File: src/pkg/fepseq_defines.vh
// Constants for the flash erase and program sequencer core.
// Included by bare name from core and bench files.
`ifndef FEPSEQ_DEFINES_VH
`define FEPSEQ_DEFINES_VH

// Register indices
`define FEP_A_CTRL 4'h0
`define FEP_A_STAT 4'h1
`define FEP_A_IADDR 4'h2
`define FEP_A_IDATA 4'h3
`define FEP_A_WER0 4'h4
`define FEP_A_WER1 4'h5
`define FEP_A_WER2 4'h6
`define FEP_A_FWS 4'h7
`define FEP_A_PWS 4'h8
`define FEP_A_MODE 4'h9

// Control bits
`define FEP_C_PE 0
`define FEP_C_PER 1
`define FEP_C_MER 2

// Status bits, the two fail flags are write-one-to-clear
`define FEP_S_BUSY 0
`define FEP_S_FULL 1
`define FEP_S_ERASE_FAIL_FLAG 2
`define FEP_S_PROGRAM_FAIL_FLAG 3

// Array operation codes, one-hot
`define FEP_OP_PROG 3'h1
`define FEP_OP_PERASE 3'h2
`define FEP_OP_MERASE 3'h4

// Main block address map
`define FEP_BLK2_TAG 11'h068
`define FEP_PG01_MASK 24'h00_03FF
`define FEP_PG2_MASK 24'h00_01FF

// Info words read at reset
`define FEP_FW_ADDR 24'h00_007E
`define FEP_PW_ADDR 24'h00_00FE
`define FEP_NO_BOOT 4'hF
`define FEP_WER_RST 16'h0000

// Start-up modes, one-hot
`define FEP_M_ISP 4'h1
`define FEP_M_INT 4'h2
`define FEP_M_EXT 4'h4
`define FEP_M_DBG 4'h8

`endif

File: src/core/fepseq_core.v
// Flash erase/program sequencer with reset-time protection word decode.
// Assumes a flash array that takes one operation per start pulse and
// answers with done; reads answer with rvalid.
//
// Summary of operation
// - Pages: 1024 bytes program blocks, 512 data
// - Page erase needs section enable, spares boot
// - Page erase starts on write when idle
// - Module erase needs all enables of its block; block 0 also needs no boot
// - Module erase starts on any block write
// - Info erase also erases main; boot blocks it for info block 0
// - Info erase via address then data write
// - Program needs write guard off, section enable
// - Only aligned whole-word program writes
// - Word write starts pipelined program, sets busy
// - Info program indirect; block 0 refused
// - Status shows program and erase fail flags
// - Reset copies function word into shadow
// - Reset copies protection word into shadow
// - Inverted boot size gives 2K units
// - Loader start without boot area holds reset
// - Empty flag is majority voted
// - Straps with blank select loader start
// - Loader flag and blank choose start point
// - Debug start ignores empty, starts at zero
// - Read guard blocks debug and external reads
// - Write guard blocks writes and debug reads
// - Full flag clear means next word accepted, except while an erase is busy
`timescale 1ns/1ps
`include "fepseq_defines.vh"

module fepseq_core #(
    parameter AW = 24,
    parameter DW = 16
) (
    // Clock and reset
    input wire i_clk_sys,
    input wire i_rst,
    // Register port
    input wire [3:0] i_reg_addr,
    input wire [DW-1:0] i_reg_wdata,
    input wire i_reg_wr,
    input wire i_reg_rd,
    output wire [DW-1:0] o_reg_rdata,
    // Processor writes into main block space
    input wire i_mem_wr,
    input wire [AW-1:0] i_mem_addr,
    input wire [1:0] i_mem_be,
    input wire [DW-1:0] i_mem_wdata,
    // Strap pins
    input wire i_strap_pin_0,
    input wire i_strap_pin_1,
    // Flash array
    output wire o_arr_start,
    output wire [2:0] o_arr_op,
    output wire o_arr_info,
    output wire [AW-1:0] o_arr_addr,
    output wire [DW-1:0] o_arr_wdata,
    output wire o_arr_rd,
    input wire i_arr_done,
    input wire i_arr_rvalid,
    input wire [DW-1:0] i_arr_rdata,
    // Start-up decode, guards and busy flag
    output wire o_boot_done,
    output wire [3:0] o_start_mode,
    output wire [AW-1:0] o_start_addr,
    output wire o_hold_reset,
    output wire o_prog_write_allow,
    output wire o_ext_read_allow,
    output wire o_dbg_read_allow,
    output wire o_flash_busy_flag
);

    localparam S_LOAD = 5'b00001;
    localparam S_LWAIT = 5'b00010;
    localparam S_DEC = 5'b00100;
    localparam S_IDLE = 5'b01000;
    localparam S_OP = 5'b10000;

    reg [4:0] state_q;
    reg ld_idx_q;
    reg [DW-1:0] function_word_shadow_q;
    reg [DW-1:0] protection_word_shadow_q;
    reg [2:0] ctrl_q;
    reg erase_fail_flag_q;
    reg program_fail_flag_q;
    reg [7:0] info_addr_reg_q;
    reg [DW-1:0] info_data_reg_q;
    reg [DW-1:0] wer0_q;
    reg [DW-1:0] wer1_q;
    reg [DW-1:0] wer2_q;
    reg [2:0] op_q;
    reg pend_q;
    reg [AW-1:0] pend_addr_q;
    reg [DW-1:0] pend_data_q;
    reg pend_info_q;
    reg start_q;
    reg info_q;
    reg [AW-1:0] addr_q;
    reg [DW-1:0] wdata_q;
    reg rd_q;
    reg [DW-1:0] rdata_q;
    reg done_q;
    reg [3:0] mode_q;
    reg [AW-1:0] saddr_q;
    reg hold_q;
    reg s0_m_q;
    reg s0_q;
    reg s1_m_q;
    reg s1_q;

    function maj3;
        input [2:0] v;
        begin
            maj3 = (v[0] & v[1]) | (v[0] & v[2]) | (v[1] & v[2]);
        end
    endfunction

    // Protection word fields
    wire [3:0] boot_region_size = protection_word_shadow_q[3:0];
    wire empty_flag = maj3(protection_word_shadow_q[6:4]);
    wire boot_holds_loader = maj3(protection_word_shadow_q[9:7]);
    wire rd_open = maj3(protection_word_shadow_q[12:10]);
    wire wr_open = maj3(protection_word_shadow_q[15:13]);
    wire boot_def = boot_region_size != `FEP_NO_BOOT;
    // Code area start is the inverted size in 2K-byte units
    wire [16:0] code_start = {2'b00, ~boot_region_size, 11'h000};

    // Main block decode of the processor address
    wire blk0 = i_mem_addr[23:17] == 7'h00;
    wire blk1 = i_mem_addr[23:17] == 7'h01;
    wire blk2 = i_mem_addr[23:13] == `FEP_BLK2_TAG;
    wire any_blk = blk0 | blk1 | blk2;
    wire [3:0] sec = blk2 ? i_mem_addr[12:9] : i_mem_addr[16:13];
    wire [DW-1:0] wer = blk0 ? wer0_q : (blk1 ? wer1_q : wer2_q);
    wire sec_en = wer[sec];
    // Boot end is 2K aligned, so a page lies wholly in or out
    wire in_boot = blk0 & (i_mem_addr[16:0] < code_start);
    wire [AW-1:0] pg_addr = i_mem_addr & ~(blk2 ? `FEP_PG2_MASK : `FEP_PG01_MASK);

    wire per_ok = wr_open & any_blk & sec_en & ~in_boot;
    wire mer_ok = wr_open & any_blk & (&wer) & ~(blk0 & boot_def);
    wire word_ok = (i_mem_be == 2'b11) & ~i_mem_addr[0];
    wire prg_ok = wr_open & any_blk & sec_en & ~in_boot & word_ok;

    // Information block decode, bit 7 selects block 1
    wire ib1 = info_addr_reg_q[7];
    wire imer_ok = wr_open & (ib1 ? &wer1_q : ((&wer0_q) & ~boot_def));
    wire iprg_ok = wr_open & ib1 & wer1_q[15] & ~info_addr_reg_q[0];

    wire pe = ctrl_q[`FEP_C_PE];
    wire page_erase_cmd = ctrl_q[`FEP_C_PER];
    wire module_erase_cmd = ctrl_q[`FEP_C_MER];
    wire run = state_q[3] | state_q[4];
    wire busy = state_q[4];
    wire idata_wr = i_reg_wr & (i_reg_addr == `FEP_A_IDATA);
    wire mem_att = i_mem_wr & run & (pe | page_erase_cmd | module_erase_cmd);
    wire info_att = idata_wr & run & (pe | module_erase_cmd) & ~mem_att;

    // Candidate request; priority module, page erase, program
    reg [2:0] n_op;
    reg n_ok;
    reg n_info;
    reg [AW-1:0] n_addr;
    reg [DW-1:0] n_data;
    always @* begin
        n_op = 3'h0;
        n_ok = 1'b0;
        n_info = 1'b0;
        n_addr = i_mem_addr;
        n_data = i_mem_wdata;
        if (mem_att) begin
            if (module_erase_cmd) begin
                n_op = `FEP_OP_MERASE;
                n_ok = mer_ok;
            end else if (page_erase_cmd) begin
                n_op = `FEP_OP_PERASE;
                n_ok = per_ok;
                n_addr = pg_addr;
            end else begin
                n_op = `FEP_OP_PROG;
                n_ok = prg_ok;
            end
        end else if (info_att) begin
            n_info = 1'b1;
            n_addr = {16'h0000, info_addr_reg_q};
            n_data = i_reg_wdata;
            if (module_erase_cmd) begin
                n_op = `FEP_OP_MERASE;
                n_ok = imer_ok;
            end else begin
                n_op = `FEP_OP_PROG;
                n_ok = iprg_ok;
            end
        end
    end

    wire is_prog = n_op == `FEP_OP_PROG;
    wire is_erase = (n_op == `FEP_OP_MERASE) | (n_op == `FEP_OP_PERASE);
    wire op_prog = op_q == `FEP_OP_PROG;
    // Erase needs idle; one program may queue behind another
    wire prog_window = ~busy | (op_prog & (~pend_q | i_arr_done));
    wire erase_window = ~busy;
    wire take_prog = is_prog & n_ok & prog_window;
    wire take_erase = is_erase & n_ok & erase_window;
    wire fail_p = is_prog & ~n_ok & prog_window;
    wire fail_e = is_erase & ~n_ok & erase_window;

    wire launch_pend = busy & i_arr_done & pend_q;
    wire launch_new = (state_q[3] & (take_prog | take_erase))
        | (busy & i_arr_done & ~pend_q & take_prog);
    wire queue_new = busy & take_prog & ~(i_arr_done & ~pend_q);

    // Sequencer
    always @(posedge i_clk_sys) begin
        if (i_rst) begin
            state_q <= S_LOAD;
            ld_idx_q <= 1'b0;
            function_word_shadow_q <= 16'h0000;
            protection_word_shadow_q <= 16'hFFFF;
            op_q <= 3'h0;
            pend_q <= 1'b0;
            pend_addr_q <= 24'h00_0000;
            pend_data_q <= 16'h0000;
            pend_info_q <= 1'b0;
            start_q <= 1'b0;
            info_q <= 1'b0;
            addr_q <= 24'h00_0000;
            wdata_q <= 16'h0000;
            rd_q <= 1'b0;
        end else begin
            start_q <= 1'b0;
            rd_q <= 1'b0;
            case (state_q)
                S_LOAD: begin
                    rd_q <= 1'b1;
                    info_q <= 1'b1;
                    addr_q <= ld_idx_q ? `FEP_PW_ADDR : `FEP_FW_ADDR;
                    state_q <= S_LWAIT;
                end
                S_LWAIT: begin
                    if (i_arr_rvalid) begin
                        if (ld_idx_q) begin
                            protection_word_shadow_q <= i_arr_rdata;
                            state_q <= S_DEC;
                        end else begin
                            function_word_shadow_q <= i_arr_rdata;
                            ld_idx_q <= 1'b1;
                            state_q <= S_LOAD;
                        end
                    end
                end
                S_DEC: begin
                    state_q <= S_IDLE;
                end
                S_IDLE: begin
                    if (launch_new) begin
                        state_q <= S_OP;
                    end
                end
                S_OP: begin
                    if (i_arr_done & ~launch_pend & ~launch_new) begin
                        state_q <= S_IDLE;
                    end
                end
                default: begin
                    state_q <= S_LOAD;
                end
            endcase
            if (launch_pend) begin
                start_q <= 1'b1;
                op_q <= `FEP_OP_PROG;
                info_q <= pend_info_q;
                addr_q <= pend_addr_q;
                wdata_q <= pend_data_q;
            end else if (launch_new) begin
                start_q <= 1'b1;
                op_q <= n_op;
                info_q <= n_info;
                addr_q <= n_addr;
                wdata_q <= n_data;
            end
            if (queue_new) begin
                pend_q <= 1'b1;
                pend_info_q <= n_info;
                pend_addr_q <= n_addr;
                pend_data_q <= n_data;
            end else if (launch_pend) begin
                pend_q <= 1'b0;
            end
        end
    end

    // Registers; a fail event beats a same-cycle clear
    always @(posedge i_clk_sys) begin
        if (i_rst) begin
            ctrl_q <= 3'h0;
            erase_fail_flag_q <= 1'b0;
            program_fail_flag_q <= 1'b0;
            info_addr_reg_q <= 8'h00;
            info_data_reg_q <= 16'h0000;
            wer0_q <= `FEP_WER_RST;
            wer1_q <= `FEP_WER_RST;
            wer2_q <= `FEP_WER_RST;
        end else begin
            if (i_reg_wr) begin
                case (i_reg_addr)
                    `FEP_A_CTRL: ctrl_q <= i_reg_wdata[2:0];
                    `FEP_A_IADDR: info_addr_reg_q <= i_reg_wdata[7:0];
                    `FEP_A_IDATA: info_data_reg_q <= i_reg_wdata;
                    `FEP_A_WER0: wer0_q <= i_reg_wdata;
                    `FEP_A_WER1: wer1_q <= i_reg_wdata;
                    `FEP_A_WER2: wer2_q <= i_reg_wdata;
                    default: ctrl_q <= ctrl_q;
                endcase
            end
            if (fail_e) begin
                erase_fail_flag_q <= 1'b1;
            end else if (i_reg_wr & (i_reg_addr == `FEP_A_STAT)
                    & i_reg_wdata[`FEP_S_ERASE_FAIL_FLAG]) begin
                erase_fail_flag_q <= 1'b0;
            end
            if (fail_p) begin
                program_fail_flag_q <= 1'b1;
            end else if (i_reg_wr & (i_reg_addr == `FEP_A_STAT)
                    & i_reg_wdata[`FEP_S_PROGRAM_FAIL_FLAG]) begin
                program_fail_flag_q <= 1'b0;
            end
        end
    end

    // Straps are async pins: two flops before decode
    always @(posedge i_clk_sys) begin
        if (i_rst) begin
            s0_m_q <= 1'b0;
            s0_q <= 1'b0;
            s1_m_q <= 1'b0;
            s1_q <= 1'b0;
        end else begin
            s0_m_q <= i_strap_pin_0;
            s0_q <= s0_m_q;
            s1_m_q <= i_strap_pin_1;
            s1_q <= s1_m_q;
        end
    end

    // Start-up decode from the shadowed protection word
    reg [3:0] m_d;
    reg [AW-1:0] a_d;
    reg h_d;
    always @* begin
        m_d = `FEP_M_INT;
        a_d = 24'h00_0000;
        h_d = 1'b0;
        if (~s1_q & ~s0_q) begin
            m_d = `FEP_M_DBG;
        end else if (s1_q & (~s0_q | empty_flag)) begin
            m_d = `FEP_M_ISP;
            a_d = {7'h00, code_start};
            h_d = ~boot_def | (s0_q & ~boot_holds_loader);
        end else if (~empty_flag) begin
            m_d = s1_q ? `FEP_M_INT : `FEP_M_EXT;
            a_d = boot_holds_loader ? {7'h00, code_start} : 24'h00_0000;
        end else begin
            m_d = `FEP_M_EXT;
            h_d = 1'b1;
        end
    end

    always @(posedge i_clk_sys) begin
        if (i_rst) begin
            done_q <= 1'b0;
            mode_q <= `FEP_M_INT;
            saddr_q <= 24'h00_0000;
            hold_q <= 1'b1;
            rdata_q <= 16'h0000;
        end else begin
            if (state_q[2]) begin
                done_q <= 1'b1;
                mode_q <= m_d;
                saddr_q <= a_d;
                hold_q <= h_d;
            end
            rdata_q <= 16'h0000;
            if (i_reg_rd) begin
                case (i_reg_addr)
                    `FEP_A_CTRL: rdata_q <= {13'h0000, ctrl_q};
                    `FEP_A_STAT: rdata_q <= {12'h000, program_fail_flag_q, erase_fail_flag_q, pend_q, busy};
                    `FEP_A_IADDR: rdata_q <= {8'h00, info_addr_reg_q};
                    `FEP_A_IDATA: rdata_q <= info_data_reg_q;
                    `FEP_A_WER0: rdata_q <= wer0_q;
                    `FEP_A_WER1: rdata_q <= wer1_q;
                    `FEP_A_WER2: rdata_q <= wer2_q;
                    `FEP_A_FWS: rdata_q <= function_word_shadow_q;
                    `FEP_A_PWS: rdata_q <= protection_word_shadow_q;
                    `FEP_A_MODE: rdata_q <= {10'h000, hold_q, mode_q, done_q};
                    default: rdata_q <= 16'h0000;
                endcase
            end
        end
    end

    assign o_reg_rdata = rdata_q;
    assign o_arr_start = start_q;
    assign o_arr_op = op_q;
    assign o_arr_info = info_q;
    assign o_arr_addr = addr_q;
    assign o_arr_wdata = wdata_q;
    assign o_arr_rd = rd_q;
    assign o_boot_done = done_q;
    assign o_start_mode = mode_q;
    assign o_start_addr = saddr_q;
    assign o_hold_reset = hold_q;
    // Guards closed until the protection word is loaded
    assign o_prog_write_allow = done_q & wr_open;
    assign o_ext_read_allow = done_q & rd_open;
    assign o_dbg_read_allow = done_q & rd_open & wr_open;
    assign o_flash_busy_flag = busy;

endmodule

File: config.mk
export PLATFORM = sky130hd
export DESIGN_NAME = fepseq_core
export DESIGN_NICKNAME = d
export VERILOG_FILES = /design/src/core/fepseq_core.v
export VERILOG_INCLUDE_DIRS = /design/src /design/src/pkg
export SDC_FILE = /design/constraint.sdc
export NUM_CORES = 1
export LEC_CHECK = 0
export ABC_CLOCK_PERIOD_IN_PS = 6900
export BUFFER_PORTS_ARGS = -buffer_cell sky130_fd_sc_hd__buf_4
export CAP_MARGIN = 15
export CORE_AREA = 2 2 118 166
export CTS_CLUSTER_DIAMETER = 50
export DETAILED_ROUTE_END_ITERATION = 8
export DIE_AREA = 0 0 120 168
export PLACE_DENSITY = 0.84
export SETUP_SLACK_MARGIN = 0.05
export SLEW_MARGIN = 10
export SYNTH_ARGS = -nofsm -noshare
export SYNTH_HDL_FRONTEND = slang
export SYNTH_SLANG_ARGS = --single-unit
File: constraint.sdc
create_clock -name i_clk_sys -period 6.9 [get_ports i_clk_sys]
set_input_delay 0.345 -clock i_clk_sys [delete_from_list [all_inputs] [get_ports i_clk_sys]]
set_output_delay 0.345 -clock i_clk_sys [all_outputs]
set_load 0.05 [all_outputs]
## Word level (Yosys, flattened, before mapping)

Cells that the tools add are included.

- Bits in registers: 253
- Bits of input ports: 87
- Output and inout port bits: 96
- Logic and storage cells: 244

- $lt $le $gt $ge: 2
- Eq/ne operators: 25
- Mux-type cells: 62
- Bitwise gates (word level): 101
- Reduce and logical (&&, ||, !) cells: 22

Operators with widths:

| cell | count |
|---|---|
| two-way mux 24 bit | 7 |
| case mux 16 bit (10 select lines) | 1 |
| two-way mux 16 bit | 6 |
| AND 1 bit | 60 |
| two-way mux 15 bit | 4 |
| AND reduction 16 bit | 3 |
| two-way mux 1 bit | 26 |
| case mux 5 bit (5 select lines) | 1 |
| AND 24 bit | 1 |
| two-way mux 3 bit | 8 |
| inverter 10 -> 24 bit | 1 |
| bitwise OR 1 bit | 21 |
| < comparator 17 x 15 -> 1 bit | 1 |
| inverter 1 bit | 17 |
| equality test 4 x 3 -> 1 bit (second input constant) | 4 |
| two-way mux 5 bit | 3 |
| AND reduction 2 bit | 7 |
| equality test 11 x 7 -> 1 bit (second input constant) | 1 |
| two-way mux 10 bit | 1 |
| AND reduction 3 bit | 3 |
| equality test 4 x 2 -> 1 bit (second input constant) | 2 |
| equality test 4 bit (second input constant) | 2 |
| two-way mux 4 bit | 2 |
| two-way mux 8 bit | 1 |
| other kinds (22) | 29 |

## Longest topological paths before layout

- Word-level depth: 20
- Depth in mapped cells: 14
- Depth with buffers taken out: 10

## Least setup slack after synthesis

Ideal clock, no wire load.

- Kind: register -> register
- From: reg state_q[4]
- To: reg wdata_q[10] (netlist: o_arr_wdata[10])
- Library setup time: 0.128 ns
- Arrival: 2.866 ns
- Data required time: 6.772 ns
- Slack: 3.906 ns
- Stages on the path, launching flop included: 12
- Buffers on the path: 2
- Clock period less this slack: 2.994 ns
- Cell sequence: dfxtp_1 > nor2_1 > or3b_1 > a211o_1 > or3b_2 > o22ai_2 > a32oi_1 > o21ai_2 > buf_6 > buf_6 > mux2i_1 > o21ai_1

- Longest elaborated chain between the ends: 15

Ends and longest elaborated chain:

| item | RTL line | source |
|---|---|---|
| start, declared | fepseq_core.v:80 | `reg [4:0] state_q;` |
| start signal, assigned | fepseq_core.v:217 | `state_q <= S_LOAD;` |
| start signal, assigned | fepseq_core.v:239 | `state_q <= S_LWAIT;` |
| start signal, assigned | fepseq_core.v:245 | `state_q <= S_DEC;` |
| bitwise OR 1 bit | fepseq_core.v:154 | `wire run = state_q[3] \| state_q[4];` |
| AND 1 bit (2 in series) | fepseq_core.v:157 | `wire mem_att = i_mem_wr & run & (pe \| page_erase_cmd \| module_erase_cmd);` |
| inverter 1 bit | fepseq_core.v:158 | `wire info_att = idata_wr & run & (pe \| module_erase_cmd) & ~mem_att;` |
| AND 1 bit | fepseq_core.v:158 |  |
| two-way mux 3 bit | fepseq_core.v:184 | `end else if (info_att) begin` |
| two-way mux 3 bit | fepseq_core.v:172 | `if (mem_att) begin` |
| equality test 3 bit (no source line) or equality test 3 x 2 -> 1 bit (tied branches) | - |  |
| bitwise OR 1 bit | fepseq_core.v:199 | `` wire is_erase = (n_op == `FEP_OP_MERASE) \| (n_op == `FEP_OP_PERASE); `` |
| AND 1 bit (2 in series) | fepseq_core.v:205 | `wire take_erase = is_erase & n_ok & erase_window;` |
| bitwise OR 1 bit | fepseq_core.v:210 | `wire launch_new = (state_q[3] & (take_prog \| take_erase))` |
| AND 1 bit | fepseq_core.v:210 |  |
| bitwise OR 1 bit | fepseq_core.v:211 | `\| (busy & i_arr_done & ~pend_q & take_prog);` |
| nonzero test 2 bit (no source line) | - |  |
| end signal, assigned | fepseq_core.v:275 | `wdata_q <= pend_data_q;` |
| end signal, assigned | fepseq_core.v:281 | `wdata_q <= n_data;` |
| end, declared | fepseq_core.v:100 | `reg [DW-1:0] wdata_q;` |

Parallel ways exist; a longest one is shown, timed or not. The select of a mux whose other input is x is not followed.
A chain may end at the register's enable or synchronous reset.

## Final worst setup path

- From: in i_reg_addr[0]
- To: reg addr_q[13] (netlist: o_arr_addr[13])

- Longest elaborated chain between the ends: 16

Ends and longest elaborated chain:

| item | RTL line | source |
|---|---|---|
| start, declared | fepseq_core.v:40 | `input wire [3:0] i_reg_addr,` |
| equality test 4 x 2 -> 1 bit * | - |  |
| AND 1 bit * | fepseq_core.v:156 | `` wire idata_wr = i_reg_wr & (i_reg_addr == `FEP_A_IDATA); `` |
| AND 1 bit * (3 in series) | fepseq_core.v:158 |  |
| two-way mux 3 bit | fepseq_core.v:184 |  |
| two-way mux 3 bit | fepseq_core.v:172 |  |
| equality test 3 bit (no source line) or equality test 3 x 2 -> 1 bit (tied branches) | - |  |
| bitwise OR 1 bit | fepseq_core.v:199 |  |
| AND 1 bit (2 in series) | fepseq_core.v:205 |  |
| bitwise OR 1 bit | fepseq_core.v:210 |  |
| AND 1 bit | fepseq_core.v:210 |  |
| bitwise OR 1 bit | fepseq_core.v:211 |  |
| two-way mux 24 bit | fepseq_core.v:276 | `end else if (launch_new) begin` |
| two-way mux 24 bit | fepseq_core.v:270 | `if (launch_pend) begin` |
| end signal, assigned | fepseq_core.v:238 | `` addr_q <= ld_idx_q ? `FEP_PW_ADDR : `FEP_FW_ADDR; `` |
| end signal, assigned | fepseq_core.v:274 | `addr_q <= pend_addr_q;` |
| end signal, assigned | fepseq_core.v:280 | `addr_q <= n_addr;` |
| end, declared | fepseq_core.v:99 | `reg [AW-1:0] addr_q;` |

Every way passes the cells marked *; elsewhere a longest branch is shown, timed or not.

==> results.cfg <==
[clocking]
cts_resized = 0
clock-sinks = 233
clk_pin_slew_ns = 0.06
cts_tree = built
numCtsBuffers = 24
ctsHoldBuffers = 0
max-clock-path-buffers = 3
clk_latency_ns = 0.52
h-tree-depth = 1
post_cts_buffers = 0
cts_root_buf = clkbuf_16

[synth]
synth_seq_cells = 233
netlist_area_um2 = 11180
synthAdderAreaFrac_pct = 0.4253
synth.distinct_cells = 71
synth_flop_cell = dfxtp_1
synth_edf_count = 0
synth.area.mux_share_pct = 7.812
synth_top_family_by_area = simple AND/OR/NAND/NOR gates
synth_compound_area_share_pct = 18.37
synth_xor_area_share_pct = 0.1567
syn_inst = 1434
yosys.area_share.simple_pct = 25.58
yosysSeqAreaShare_pct = 41.72
async_reset_ff_share_pct = 0
syn_avg_cell_area_um2 = 7.796
yosys_warnings = 0

[pwr]
swShare_pct = 26.54
comb_power_share_pct = 10.8
p_seq_share_pct = 45.0
ir_drop_v = 0.0001715
pwr_density_cell_nw_per_um2 = 236.1
intPower_mw = 2.278
p_sw_mw = 0.8231
clockPowerShare_pct = 44.2
p_leak_nw = 5.090

[floorplanning]
die_area_um2 = 20160
coreArea_um2 = 18840
start_util_pct = 59.33
fp.dieH_um = 168
pin_count = 183
die_width_um = 120
num_rows = 60

[critical_path]
reg2reg_slack_ns = 3.05
start_kind = input pin
crit_type = input pin to flip-flop
critPathArrivalTime_ns = 4.45
endpoint_kind = flip-flop
worstPathMaxFanout = 50
required_ns = 7.31

[detailed_routing]
drc = 0
wire_per_inst_um = 20.70
vias = 11320
first_pass_iters = 6
ant_nets = 0
wl_um = 37050
vias_per_cell = 6.323
drtIter0Drc = 1418

[sta]
tightest_slew_ns = 1.127
setup_viol = 0
hold_viol_final = 0
period_needed_ns = 4.034
max_freq_mhz = 247.9
finalClockSkew_ns = 0.009083
setup-tns-final_ns = 0
layout_setup_ws_ns = 2.866
rsz0062_at_grt = no
slew_viol_final = 0
slew_headroom_pct = 24.56
period_share_pct = 58.47

[global_routing]
gr-total-overflow = 0
grt_pass1_vias = 10400
grt_pass1_wl_um = 56380
antenna_found_initial = 0
grt_util_all_layers_pct = 35.40
grt_max_degree = 90

[finish]
fillerInstances = 1549
layout_commonest_cell = nand2_1
antennaDiodeCount = 0
fin_nets = 1615
area_growth_pct = 17.49
layout_common_cells = nand2_1 (346), dfxtp_1 (233), buf_4 (177)
fin_util_pct = 69.71
drive_above_1_share_pct = 15.69

[min_path]
hp-class = input pin to flip-flop

[status]
status = complete, no violations

[flow_run]
maxCapViolations = 0

[placement]
pre_cts_ws_ns = 2.485
portBuffers = 162
place_congestion = 0.9750
dp_hpwl_um = 25870
[path summary, 6_finish.rpt]
check / to / cells after the start / start
max: o_arr_addr[13]$_SDFFE_PP0P_ / 12 / i_reg_addr[0]
max reg2reg: o_arr_addr[13]$_SDFFE_PP0P_ / 10 / state_q[4]$_SDFFE_PP0P_
min: s1_m_q$_SDFF_PP0_ / 2 / i_rst
min reg2reg: s1_q$_SDFF_PP0_ / 1 / s1_m_q$_SDFF_PP0_
[metal layers]
metal | wire length, um | up-vias | share of wire [%] | GRT usage, %
li1 | - | 5190 | - | -
met1 | 13590 | 5288 | 37 | 42.58
met2 | 17530 | 661 | 47 | 57.68
met3 | 2961 | 179 | 8.0 | 5.183
met4 | 2967 | 0 | 8.0 | 25.06
met5 | 0 | - | 0 | 0
[power groups by stage]
stage               clock network, mW  logic (mW)  registers (mW)
CTS                              1.37       0.329            1.39
floorplan                           0       0.168            1.47
finish                           1.37       0.335            1.40
global placement                    0       0.322            1.42
global route                     1.43       0.353            1.40
detailed placement                  0       0.327            1.42
[registers in the layout, summed over array words and instances (netlist names), 8 cells and up]
register                  flops
o_arr_addr                   24
pend_addr_q                  24
function_word_shadow_q       16
info_data_reg_q              16
o_arr_wdata                  16
o_reg_rdata                  16
pend_data_q                  16
protection_word_shadow_q     16
wer0_q                       16
wer1_q                       16
wer2_q                       16
info_addr_reg_q               8
[cell usage after synthesis, types with 6 or more instances]
cell	count	area, um^2
mux2_2	8	90.09
a31oi_1	8	50.05
a311oi_1	11	96.34
a222oi_1	12	120.1
mux2i_1	76	760.7
buf_4	22	165.2
and2_1	9	56.30
clkbuf_1	89	334.1
nor3_1	29	145.1
a211oi_1	6	45.04
nor2_1	75	281.5
and3_1	10	62.56
a21oi_1	163	815.8
inv_1	13	48.80
nor2b_1	14	87.58
nand4_1	26	162.7
dfxtp_1	233	4664
a22o_1	8	70.07
o21ai_0	51	255.2
buf_2	14	70.07
a22oi_1	8	60.06
o21ai_1	17	85.08
nand2_1	346	1299
nand3_1	50	250.2
o32ai_1	7	61.31
nand3b_1	35	262.8
[layout make-up]
class | count | area (um^2) | area share [%]
Clock buffer | 32 | 711.9 | 5.420
Clock inverter | 11 | 120.1 | 0.9145
Inverter | 14 | 52.55 | 0.4001
Multi-Input combinational cell | 1075 | 5947 | 45.28
Sequential cell | 233 | 4664 | 35.51
Tap cell | 248 | 310.3 | 2.362
Timing Repair Buffer | 177 | 1329 | 10.12
[stage by stage]
stage | hold slack [ns] | instance area, um^2 | instances | power [mW]
after CTS | 0.02122 | 13120 | 1788 | 3.092
final | 0.02656 | 13140 | 1790 | 3.102
after global routing | 0.03791 | 13140 | 1790 | 3.178
after floorplan | 0.4138 | 11250 | 1453 | 1.635
after detailed placement | 0.4336 | 12290 | 1745 | 1.751
after global placement | 0.4258 | 12290 | 1745 | 1.746
[cells by family (layout without fill, tap and decap cells)]
kind of cell	after synthesis	after routing
compound gates	337	337
xor+xnor	2	2
fa+ha+maj	4	4
buf+inv	145	234
flops	233	233
mux	86	86
other cells	1	20
simple gates	626	626
[critical path: stages]
cell and delay (ns):
buf_4 0.34, and2_1 0.53, nand2_2 0.35, or3_1 0.43, buf_4 0.28, or4_1 0.59
o22ai_2 0.20, a32oi_1 0.13, o21ai_4 0.10, buf_4 0.56, nand4_1 0.17, a311oi_1 0.34
Note: power is estimated with default switching activity, not from simulation.
